`src/logic/readback_consts.vh`:
```
// Constants for the conversion data readback block
`ifndef READBACK_CONSTS_VH
`define READBACK_CONSTS_VH

// ----------------------------------------------------------------
// Read opcodes
// ----------------------------------------------------------------
`define OP_READ_MAIN_A    8'h12
`define OP_READ_MAIN_B    8'h13
`define OP_READ_AUX_A     8'h14
`define OP_READ_AUX_B     8'h15

// ----------------------------------------------------------------
// Data field layout
// ----------------------------------------------------------------
`define PAD_BYTE          8'h00
`define WORD_BYTES        3'h4
`define LAST_BIT          3'h7
`define MAIN_W            32
`define AUX_W             24
`define BYTE_W            8
`define ALARM_W           4

// ----------------------------------------------------------------
// Status byte fields
// ----------------------------------------------------------------
`define ST_AUX_NEW        7
`define ST_MAIN_NEW       6
`define ST_CLK_SRC        5
`define ST_ALARM_HI       4
`define ST_ALARM_LO       1
`define ST_RESET          0

// ----------------------------------------------------------------
// Reset values
// ----------------------------------------------------------------
`define RST_BYTE          8'h00
`define RST_WORD          32'h00000000
`define RST_AUX           24'h000000
`define RST_CNT3          3'h0

`endif

```
`src/logic/pin_sync.v`:
```
// Three-stage pin synchroniser with agreement filter
`timescale 1ns/1ps
module pin_sync #(
	parameter RESET_VAL = 1'b0
) (
	// Clock and reset
	input  wire core_clk,
	input  wire resetn,
	input  wire clkEn,
	// Pin and filtered level
	input  wire pinIn,
	output reg  level
);

	reg stage1;
	reg stage2;
	reg stage3;

	// Level moves only once the second and third stages agree
	always @(posedge core_clk or negedge resetn) begin
		if (!resetn) begin
			stage1 <= RESET_VAL;
			stage2 <= RESET_VAL;
			stage3 <= RESET_VAL;
			level  <= RESET_VAL;
		end else if (clkEn) begin
			stage1 <= pinIn;
			stage2 <= stage1;
			stage3 <= stage2;
			if (stage2 == stage3) begin
				level <= stage3;
			end
		end
	end

endmodule

```
`src/logic/conversion_data_readback.v`:
```
// Serial readback path for main and auxiliary conversion results
`timescale 1ns/1ps
`include "readback_consts.vh"

// Behaviour
// - Direct readback shifts main result out with no opcode needed.
// - Input bytes are decoded during direct readback; host holds input low otherwise.
// - A command received during direct readback executes; stream may break.
// - New result during any transaction goes only to holding register.
// - Conversion restart clears the main holding register.
// - Main field is optional status, four result bytes, optional checksum.
// - Clocking beyond the last byte resends the sequence from the start; command reads stop after the last byte instead.
// - Continuous mode: ready rises on first clock fall; pulse: on start.
// - With select low, shared pin falls together with ready output.
// - Command read returns addressed converter's holding register any time.
// - New-data bit is 1 if new since last read, else 0.
// - Auxiliary results are only readable by command.
// - MSB appears on first serial clock rise after the read opcode.
// - Aux field: optional status, three result bytes, zero pad, optional checksum.
// - Further commands are ignored until read ends or select goes high.
// - Main read opcodes are 12h/13h, auxiliary read opcodes 14h/15h.
// - Without status byte all later bytes move up one position.
// - Status byte inclusion follows the status-enable bit.
// - Status bits: aux new, main new, clock, ref, amp low/high/diff, reset.
// - Clock-source bit reads 0 on internal oscillator.
// - Clock-source bit reads 1 on external clock.
// - Amplifier and reference alarms only meaningful in main readback.
// - Reset flag sets on any reset, holds until host clears it.
module conversion_data_readback (
	// Clock, reset, enable
	input  wire                   core_clk,
	input  wire                   resetn,
	input  wire                   clkEn,
	// Serial pins
	input  wire                   sclk,
	input  wire                   chipSelectN,
	input  wire                   serialIn,
	output reg                    serial_out_ready_pin,
	output reg                    serialOutEn,
	// Converter results
	input  wire                   mainReady,
	input  wire [`MAIN_W-1:0]     mainResult,
	input  wire [`BYTE_W-1:0]     mainChecksum,
	input  wire                   auxReady,
	input  wire [`AUX_W-1:0]      auxResult,
	input  wire [`BYTE_W-1:0]     auxChecksum,
	// Configuration and status
	input  wire                   statusEnable,
	input  wire                   checksumEnable,
	input  wire                   pulseMode,
	input  wire                   convStart,
	input  wire                   convRestart,
	input  wire                   regAccessBusy,
	input  wire                   clock_source_flag,
	input  wire                   low_reference_alarm,
	input  wire                   amp_low_alarm,
	input  wire                   amp_high_alarm,
	input  wire                   amp_differential_alarm,
	input  wire                   resetFlagClear,
	// Ready and command outputs
	output reg                    conversion_ready_n,
	output reg                    cmdStrobe,
	output reg  [`BYTE_W-1:0]     cmdByte,
	output reg                    resetFlag
);

	// ----------------------------------------------------------------
	// States
	// ----------------------------------------------------------------
	localparam [2:0] ST_IDLE   = 3'h1;
	localparam [2:0] ST_DIRECT = 3'h2;
	localparam [2:0] ST_CMDRD  = 3'h4;

	// ----------------------------------------------------------------
	// Pin synchronisers
	// ----------------------------------------------------------------
	wire sclkLvl;
	wire csLvl;
	wire dinLvl;

	pin_sync #(.RESET_VAL(1'b0)) syncSclk (
		.core_clk(core_clk),
		.resetn  (resetn),
		.clkEn   (clkEn),
		.pinIn   (sclk),
		.level   (sclkLvl)
	);

	pin_sync #(.RESET_VAL(1'b1)) syncCs (
		.core_clk(core_clk),
		.resetn  (resetn),
		.clkEn   (clkEn),
		.pinIn   (chipSelectN),
		.level   (csLvl)
	);

	pin_sync #(.RESET_VAL(1'b0)) syncDin (
		.core_clk(core_clk),
		.resetn  (resetn),
		.clkEn   (clkEn),
		.pinIn   (serialIn),
		.level   (dinLvl)
	);

	// ----------------------------------------------------------------
	// State
	// ----------------------------------------------------------------
	reg                 sclkPrev;
	reg [2:0]           state;
	reg [`BYTE_W-1:0]   rxShift;
	reg [2:0]           rxCount;
	reg [2:0]           txByte;
	reg [2:0]           txBit;
	reg [`MAIN_W-1:0]   txWord;
	reg [`BYTE_W-1:0]   txStatus;
	reg [`BYTE_W-1:0]   txChk;
	reg                 directArmed;
	reg [`MAIN_W-1:0]   mainHold;
	reg [`BYTE_W-1:0]   mainChkHold;
	reg [`AUX_W-1:0]    auxHold;
	reg [`BYTE_W-1:0]   auxChkHold;
	reg                 mainNew;
	reg                 auxNew;

	wire sclkRise = sclkLvl & ~sclkPrev & ~csLvl;
	wire sclkFall = ~sclkLvl & sclkPrev & ~csLvl;
	wire [`BYTE_W-1:0] rxByte = {rxShift[`BYTE_W-2:0], dinLvl};
	wire byteDone = sclkFall && (rxCount == `LAST_BIT) && (state != ST_CMDRD);

	wire opMain = (rxByte == `OP_READ_MAIN_A) || (rxByte == `OP_READ_MAIN_B);
	wire opAux  = (rxByte == `OP_READ_AUX_A) || (rxByte == `OP_READ_AUX_B);

	wire [2:0] seqLen = `WORD_BYTES + {2'h0, statusEnable} + {2'h0, checksumEnable};
	wire [2:0] lastIdx = seqLen - 3'h1;

	// busy whenever any transaction is underway
	wire busy = regAccessBusy || (rxCount != `RST_CNT3) || (state == ST_CMDRD) ||
		((state == ST_DIRECT) && (txBit != `RST_CNT3));

	wire [`ALARM_W-1:0] alarms = {low_reference_alarm, amp_low_alarm,
		amp_high_alarm, amp_differential_alarm};
	wire [`BYTE_W-1:0] mainStatus = {auxNew, 1'b1, clock_source_flag, alarms, resetFlag};
	wire [`BYTE_W-1:0] cmdMainStatus = {auxNew, mainNew, clock_source_flag, alarms,
		resetFlag};
	wire [`BYTE_W-1:0] auxStatus = {auxNew, mainNew, clock_source_flag,
		{`ALARM_W{1'b0}}, resetFlag};

	// ----------------------------------------------------------------
	// Byte sequence selection
	// ----------------------------------------------------------------
	// status, four word bytes, checksum; shift without status
	function [`BYTE_W-1:0] seqByte;
		input [2:0]         idx;
		input               stEn;
		input [`MAIN_W-1:0] word;
		input [`BYTE_W-1:0] stat;
		input [`BYTE_W-1:0] chk;
		reg   [2:0]         pos;
		begin
			pos = idx - {2'h0, stEn};
			if (stEn && (idx == `RST_CNT3)) begin
				seqByte = stat;
			end else if (pos == 3'h0) begin
				seqByte = word[31:24];
			end else if (pos == 3'h1) begin
				seqByte = word[23:16];
			end else if (pos == 3'h2) begin
				seqByte = word[15:8];
			end else if (pos == 3'h3) begin
				seqByte = word[7:0];
			end else begin
				seqByte = chk;
			end
		end
	endfunction

	wire [`BYTE_W-1:0] curByte = seqByte(txByte, statusEnable, txWord, txStatus, txChk);

	// ----------------------------------------------------------------
	// Ready output next value
	// ----------------------------------------------------------------
	reg next_readyN;

	always @* begin
		next_readyN = conversion_ready_n;
		if (pulseMode && convStart) begin
			next_readyN = 1'b1;
		end else if (!pulseMode && sclkFall) begin
			next_readyN = 1'b1;
		end
		if (mainReady) begin
			next_readyN = 1'b0;
		end
	end

	// ----------------------------------------------------------------
	// Main sequential logic
	// ----------------------------------------------------------------
	always @(posedge core_clk or negedge resetn) begin
		if (!resetn) begin
			sclkPrev             <= 1'b0;
			state                <= ST_IDLE;
			rxShift              <= `RST_BYTE;
			rxCount              <= `RST_CNT3;
			txByte               <= `RST_CNT3;
			txBit                <= `RST_CNT3;
			txWord               <= `RST_WORD;
			txStatus             <= `RST_BYTE;
			txChk                <= `RST_BYTE;
			directArmed          <= 1'b0;
			mainHold             <= `RST_WORD;
			mainChkHold          <= `RST_BYTE;
			auxHold              <= `RST_AUX;
			auxChkHold           <= `RST_BYTE;
			mainNew              <= 1'b0;
			auxNew               <= 1'b0;
			resetFlag            <= 1'b1;
			conversion_ready_n   <= 1'b1;
			serial_out_ready_pin <= 1'b1;
			serialOutEn          <= 1'b0;
			cmdStrobe            <= 1'b0;
			cmdByte              <= `RST_BYTE;
		end else if (clkEn) begin
			sclkPrev           <= sclkLvl;
			cmdStrobe          <= 1'b0;
			conversion_ready_n <= next_readyN;
			serialOutEn        <= ~csLvl;
			resetFlag          <= resetFlag & ~resetFlagClear;

			// new-data flags, set wins over clear
			mainNew <= mainReady | (mainNew & ~convRestart &
				~(byteDone && opMain) & ~(sclkRise && (state == ST_IDLE) && directArmed));
			auxNew  <= auxReady | (auxNew & ~(byteDone && opAux));

			if (convRestart && !mainReady) begin
				mainHold    <= `RST_WORD;
				mainChkHold <= `RST_BYTE;
			end
			if (mainReady) begin
				mainHold    <= mainResult;
				mainChkHold <= mainChecksum;
			end
			if (auxReady) begin
				auxHold    <= auxResult;
				auxChkHold <= auxChecksum;
			end

			if (csLvl) begin
				state   <= ST_IDLE;
				rxCount <= `RST_CNT3;
				txByte  <= `RST_CNT3;
				txBit   <= `RST_CNT3;
			end else begin
				// full duplex receive; ignored during read
				if (sclkFall && (state != ST_CMDRD)) begin
					rxShift <= rxByte;
					rxCount <= rxCount + 3'h1;
				end
				if (byteDone) begin
					if (opMain || opAux) begin
						txByte <= `RST_CNT3;
						txBit  <= `RST_CNT3;
					end
					if (opMain) begin
						state    <= ST_CMDRD;
						txWord   <= mainHold;
						txStatus <= cmdMainStatus;
						txChk    <= mainChkHold;
					end else if (opAux) begin
						state    <= ST_CMDRD;
						txWord   <= {auxHold, `PAD_BYTE};
						txStatus <= auxStatus;
						txChk    <= auxChkHold;
					end else begin
						// other commands go to the executor
						cmdStrobe <= 1'b1;
						cmdByte   <= rxByte;
					end
				end else if ((state == ST_CMDRD) && sclkFall && (txByte == seqLen)) begin
					state <= ST_IDLE;
				end
				// first clock rise after ready starts direct stream
				if (sclkRise && (state == ST_IDLE) && directArmed) begin
					state       <= ST_DIRECT;
					directArmed <= 1'b0;
				end
				// each rise presents the next bit, MSB first
				if (sclkRise && ((state != ST_IDLE) || directArmed) &&
						!((state == ST_CMDRD) && (txByte == seqLen))) begin
					serial_out_ready_pin <= curByte[`LAST_BIT - txBit];
					txBit                <= txBit + 3'h1;
					if (txBit == `LAST_BIT) begin
						// direct stream wraps to first byte
						if ((txByte == lastIdx) && (state != ST_CMDRD)) begin
							txByte <= `RST_CNT3;
						end else begin
							txByte <= txByte + 3'h1;
						end
					end
				end
			end

			// load shift register only when nothing is underway
			// only the main result loads it here; aux command reads also load it
			if (mainReady && !busy) begin
				directArmed <= 1'b1;
				txWord      <= mainResult;
				txStatus    <= mainStatus;
				txChk       <= mainChecksum;
				txByte      <= `RST_CNT3;
				txBit       <= `RST_CNT3;
				if (state == ST_DIRECT) begin
					state <= ST_IDLE;
				end
			end

			// pin follows ready while no data are streaming
			if (((state == ST_IDLE) && !directArmed) || (mainReady && !busy)) begin
				serial_out_ready_pin <= next_readyN;
			end
		end
	end

endmodule

```
`config.mk`:
```
export PLATFORM = sky130hd
export DESIGN_NAME = conversion_data_readback
export DESIGN_NICKNAME = d
export VERILOG_FILES = /design/src/logic/pin_sync.v /design/src/logic/conversion_data_readback.v
export VERILOG_INCLUDE_DIRS = /design/src /design/src/logic
export SDC_FILE = /design/constraint.sdc
export NUM_CORES = 1
export LEC_CHECK = 0
export ABC_AREA = 0
export BUFFER_PORTS_ARGS = -buffer_cell sky130_fd_sc_hd__buf_2
export CAP_MARGIN = 20
export CORE_UTILIZATION = 50
export DETAILED_ROUTE_END_ITERATION = 10
export PLACE_DENSITY_LB_ADDON = 0.15
export REMOVE_ABC_BUFFERS = 1
export SYNTH_ARGS = -nofsm -noshare
export SYNTH_HDL_FRONTEND = slang
export SYNTH_SLANG_ARGS = --single-unit
export TNS_END_PERCENT = 1
```
`constraint.sdc`:
```
create_clock -name core_clk -period 2.8 [get_ports core_clk]
set_input_delay 0.56 -clock core_clk [delete_from_list [all_inputs] [get_ports core_clk]]
set_output_delay 0.56 -clock core_clk [all_outputs]
set_load 0.02 [all_outputs]
```
==> results.py <==
metrics = {
    "run_status": {
        "status": "finished clean",
    },
    "grt": {
        "met2_usage_pct": 39.1,
        "grt_util_all_layers_pct": 23.9,
        "grt_max_degree": 72,
        "grt_pass1_wl_um": 30600,
        "gr-usage-met1_pct": 31.8,
        "antenna_found_initial": 0,
        "top_usage_layer": "met2",
        "grt-ovfl-total": 0,
        "gr-usage-met3_pct": 5.28,
        "grt_pass1_vias": 6094,
    },
    "logic_synthesis": {
        "synthAdderAreaFrac_pct": 2.03,
        "synth_top_family_by_area": "compound AO/OA/AOI/OAI gates",
        "synthXorXnorAreaFrac_pct": 0.766,
        "synthArstFlopShare_pct": 100,
        "synthMuxAreaShare_pct": 12.1,
        "ys_seq_area_share_pct": 52.6,
        "synth_compound_area_share_pct": 17.7,
        "synth_cell_types": 66,
        "ys_warn_count": 0,
        "synth_edf_count": 0,
        "ys_ff_latch": 168,
        "yosys.area_share.simple_pct": 11.2,
        "syn_area_per_cell_um2": 10.8,
        "syn_inst": 743,
        "ys.flop_type": "dfrtp_1",
        "syn_area_mm2": 0.00801,
    },
    "pwr": {
        "switching_share_pct": 30.1,
        "vdd_drop_max_v": 0.000497,
        "p_comb_share_pct": 22.2,
        "leakagePower_uw": 0.00442,
        "total_power_uw": 7230,
        "power.density_mw_per_mm2": 764,
        "pwr-share-seq_pct": 46.2,
        "p_clk_share_pct": 31.6,
        "p_sw_uw": 2180,
        "p_int_uw": 5050,
    },
    "final_layout": {
        "layout_common_cells": "160 x dfrtp_1, 103 x buf_2, 95 x nand2_1",
        "drive_above_1_share_pct": 27.6,
        "fillerInstances": 1339,
        "design_area_mm2": 0.00946,
        "layout_commonest_cell": "dfrtp_1",
        "syn2layout_area_growth_pct": 18.1,
        "antenna_cells": 0,
        "final_nets": 956,
    },
    "clocking": {
        "h-tree-depth": 4,
        "cts_tree": "yes",
        "cts_sinks": 168,
        "clk_pin_slew_worst_paths_ps": 60,
        "cts_root_buffer": "clkbuf_16",
        "hold_buffers": 0,
        "clockBufferDepth": 2,
        "cts_made_buffers": 17,
        "clock_latency_ps": 420,
    },
    "detailed_routing": {
        "wl_per_cell_um": 17.0,
        "viasPerCell": 5.57,
        "firstDrtPassIters": 4,
        "wirelength_um": 18200,
        "drt_iter0_drc": 415,
        "ant_nets": 0,
        "drcViolationCount": 0,
        "routed-via-count": 5976,
    },
    "sta": {
        "fin_crit_sh_pct": 91.9,
        "hold_viol_final": 0,
        "finClkSkew_ps": 8.95,
        "rsz0062_at_grt": "no",
        "finalSetupViolCount": 0,
        "clock.fmax_mhz": 389,
        "period_minus_slack_ps": 2570,
        "worst_slew_pin_slew_ps": 982,
        "timing.hold.ws_ps": 161,
        "max_slew_margin_pct": 34.6,
        "slew_viol_final": 0,
    },
    "setup_path": {
        "critical_path_class": "reg2reg",
        "cp-end-kind": "flop",
        "startpoint_type": "flop",
        "cp.arrival_ps": 2890,
        "cp_max_fo": 8,
        "cp.required_ps": 3120,
    },
    "placed_design": {
        "gp_congestion": 0.851,
        "place_area_mm2": 0.00885,
        "hpwlAfterDp_um": 12800,
        "port_buffers": 104,
    },
    "floorplan": {
        "initial_core_util_pct": 51.9,
        "dieArea_mm2": 0.0165,
        "io_pins": 105,
        "design.core.area_mm2": 0.0154,
        "die-height_um": 129,
        "num_rows": 45,
        "die_w_um": 129,
    },
    "job": {
        "drv_cap": 0,
    },
    "min_path": {
        "hp-class": "in2async",
    },
}
## kinds of logic after synthesis
family / Yosys count
adder cells (fa/ha/maj): 13
multiplexers: 90
AND/OR/NAND/NOR: 190
XOR/XNOR: 7
buffers and inverters: 64
flip-flops: 168
AO/OA/AOI/OAI: 211
## cell usage after synthesis (7+ instances only)
| library cell | count | share of area [%] |
|---|---|---|
| inv_1 | 19 | 0.89 |
| buf_2 | 9 | 0.56 |
| dfrtp_1 | 160 | 50 |
| a21o_1 | 7 | 0.66 |
| a22o_1 | 44 | 4.8 |
| nor3_1 | 8 | 0.50 |
| mux2_2 | 50 | 7.0 |
| o21ai_0 | 35 | 2.2 |
| o21ai_1 | 33 | 2.1 |
| a21oi_1 | 50 | 3.1 |
| mux2i_1 | 39 | 4.9 |
| nand2_1 | 95 | 4.5 |
| clkbuf_1 | 23 | 1.1 |
| dfstp_2 | 8 | 2.6 |
| and3_1 | 13 | 1.0 |
| nor2_1 | 43 | 2.0 |
| ha_1 | 13 | 2.0 |
## metrics by stage
| step | utilization (%) | setup TNS (ps) | std cells | setup slack (ps) |
|---|---|---|---|---|
| after floorplan | - | -162020 | 699 | -3330 |
| after global placement | 57.3 | 0 | 1041 | 97.7 |
| after detailed placement | 57.3 | 0 | 1041 | 15.1 |
| after CTS | 61.1 | 0 | 1071 | 164 |
| after global routing | 61.3 | 0 | 1073 | 36.5 |
| final | 61.3 | 0 | 1073 | 227 |
## critical path: stages, from the launching register on
cell and delay [ps]:
dfrtp_1 420, inv_1 90, ha_1 190, ha_1 310, xnor2_2 250, nand2_1 220
a2111oi_1 510, o32ai_1 170, a22oi_1 190, o221ai_1 130
## power groups by stage
stage	clock (uW)	sequential [uW]	combinational (uW)
2_1_floorplan	0	3260	1090
3_3_place_gp	0	3350	1560
3_5_place_dp	0	3370	1610
4_1_cts	2340	3330	1610
5_1_grt	2440	3400	1830
6_report	2290	3340	1600
## path summary, 6_finish.rpt
path	start	depth (start not counted)	slack (ps)	to
min in group core_clk	resetFlagClear	2	320	resetFlag
setup reg to reg	txByte[0]	9	230	serial_out_ready_pin
hold / removal	resetn	1	160	syncSclk.stage1
hold reg to reg	mainNew	1	480	mainNew
setup / recovery	txByte[0]	9	230	serial_out_ready_pin
max in group asynchronous	resetn	2	1900	serial_out_ready_pin
## final cells by class
class | instances | area, um2 | share of cell area, %
clock inverters | 7 | 95.1 | 1.01
inverters | 20 | 75.1 | 0.794
flip-flops and latches | 168 | 4210 | 44.6
repair buffers | 133 | 782 | 8.27
well taps | 211 | 264 | 2.79
clock buffers | 23 | 478 | 5.05
multi-input cells | 511 | 3550 | 37.5
## per-layer routing
layer  vias up  wire length (um)
li1       2883                 -
met1      2942              8360
met2       132              9040
met3        19               585
met4         0               221
met5         -                 0
## registers in the layout, indices dropped and copies added (netlist names), 3 cells and up
name         cells
state            3
rxShift          7
txChk            8
txStatus         8
rxCount          3
txByte           3
mainChkHold      8
mainHold        32
cmdByte          8
auxHold         24
auxChkHold       8
txBit            3
txWord          32
## repair_timing
item / 4_1_cts / 5_1_grt
gates resized for setup: 0 / 7
setup buffers: 0 / 2
endpoints found under the hold margin: 0 / 0
endpoints found under the setup margin: 0 / 1
(Power assumes the default switching activity.)
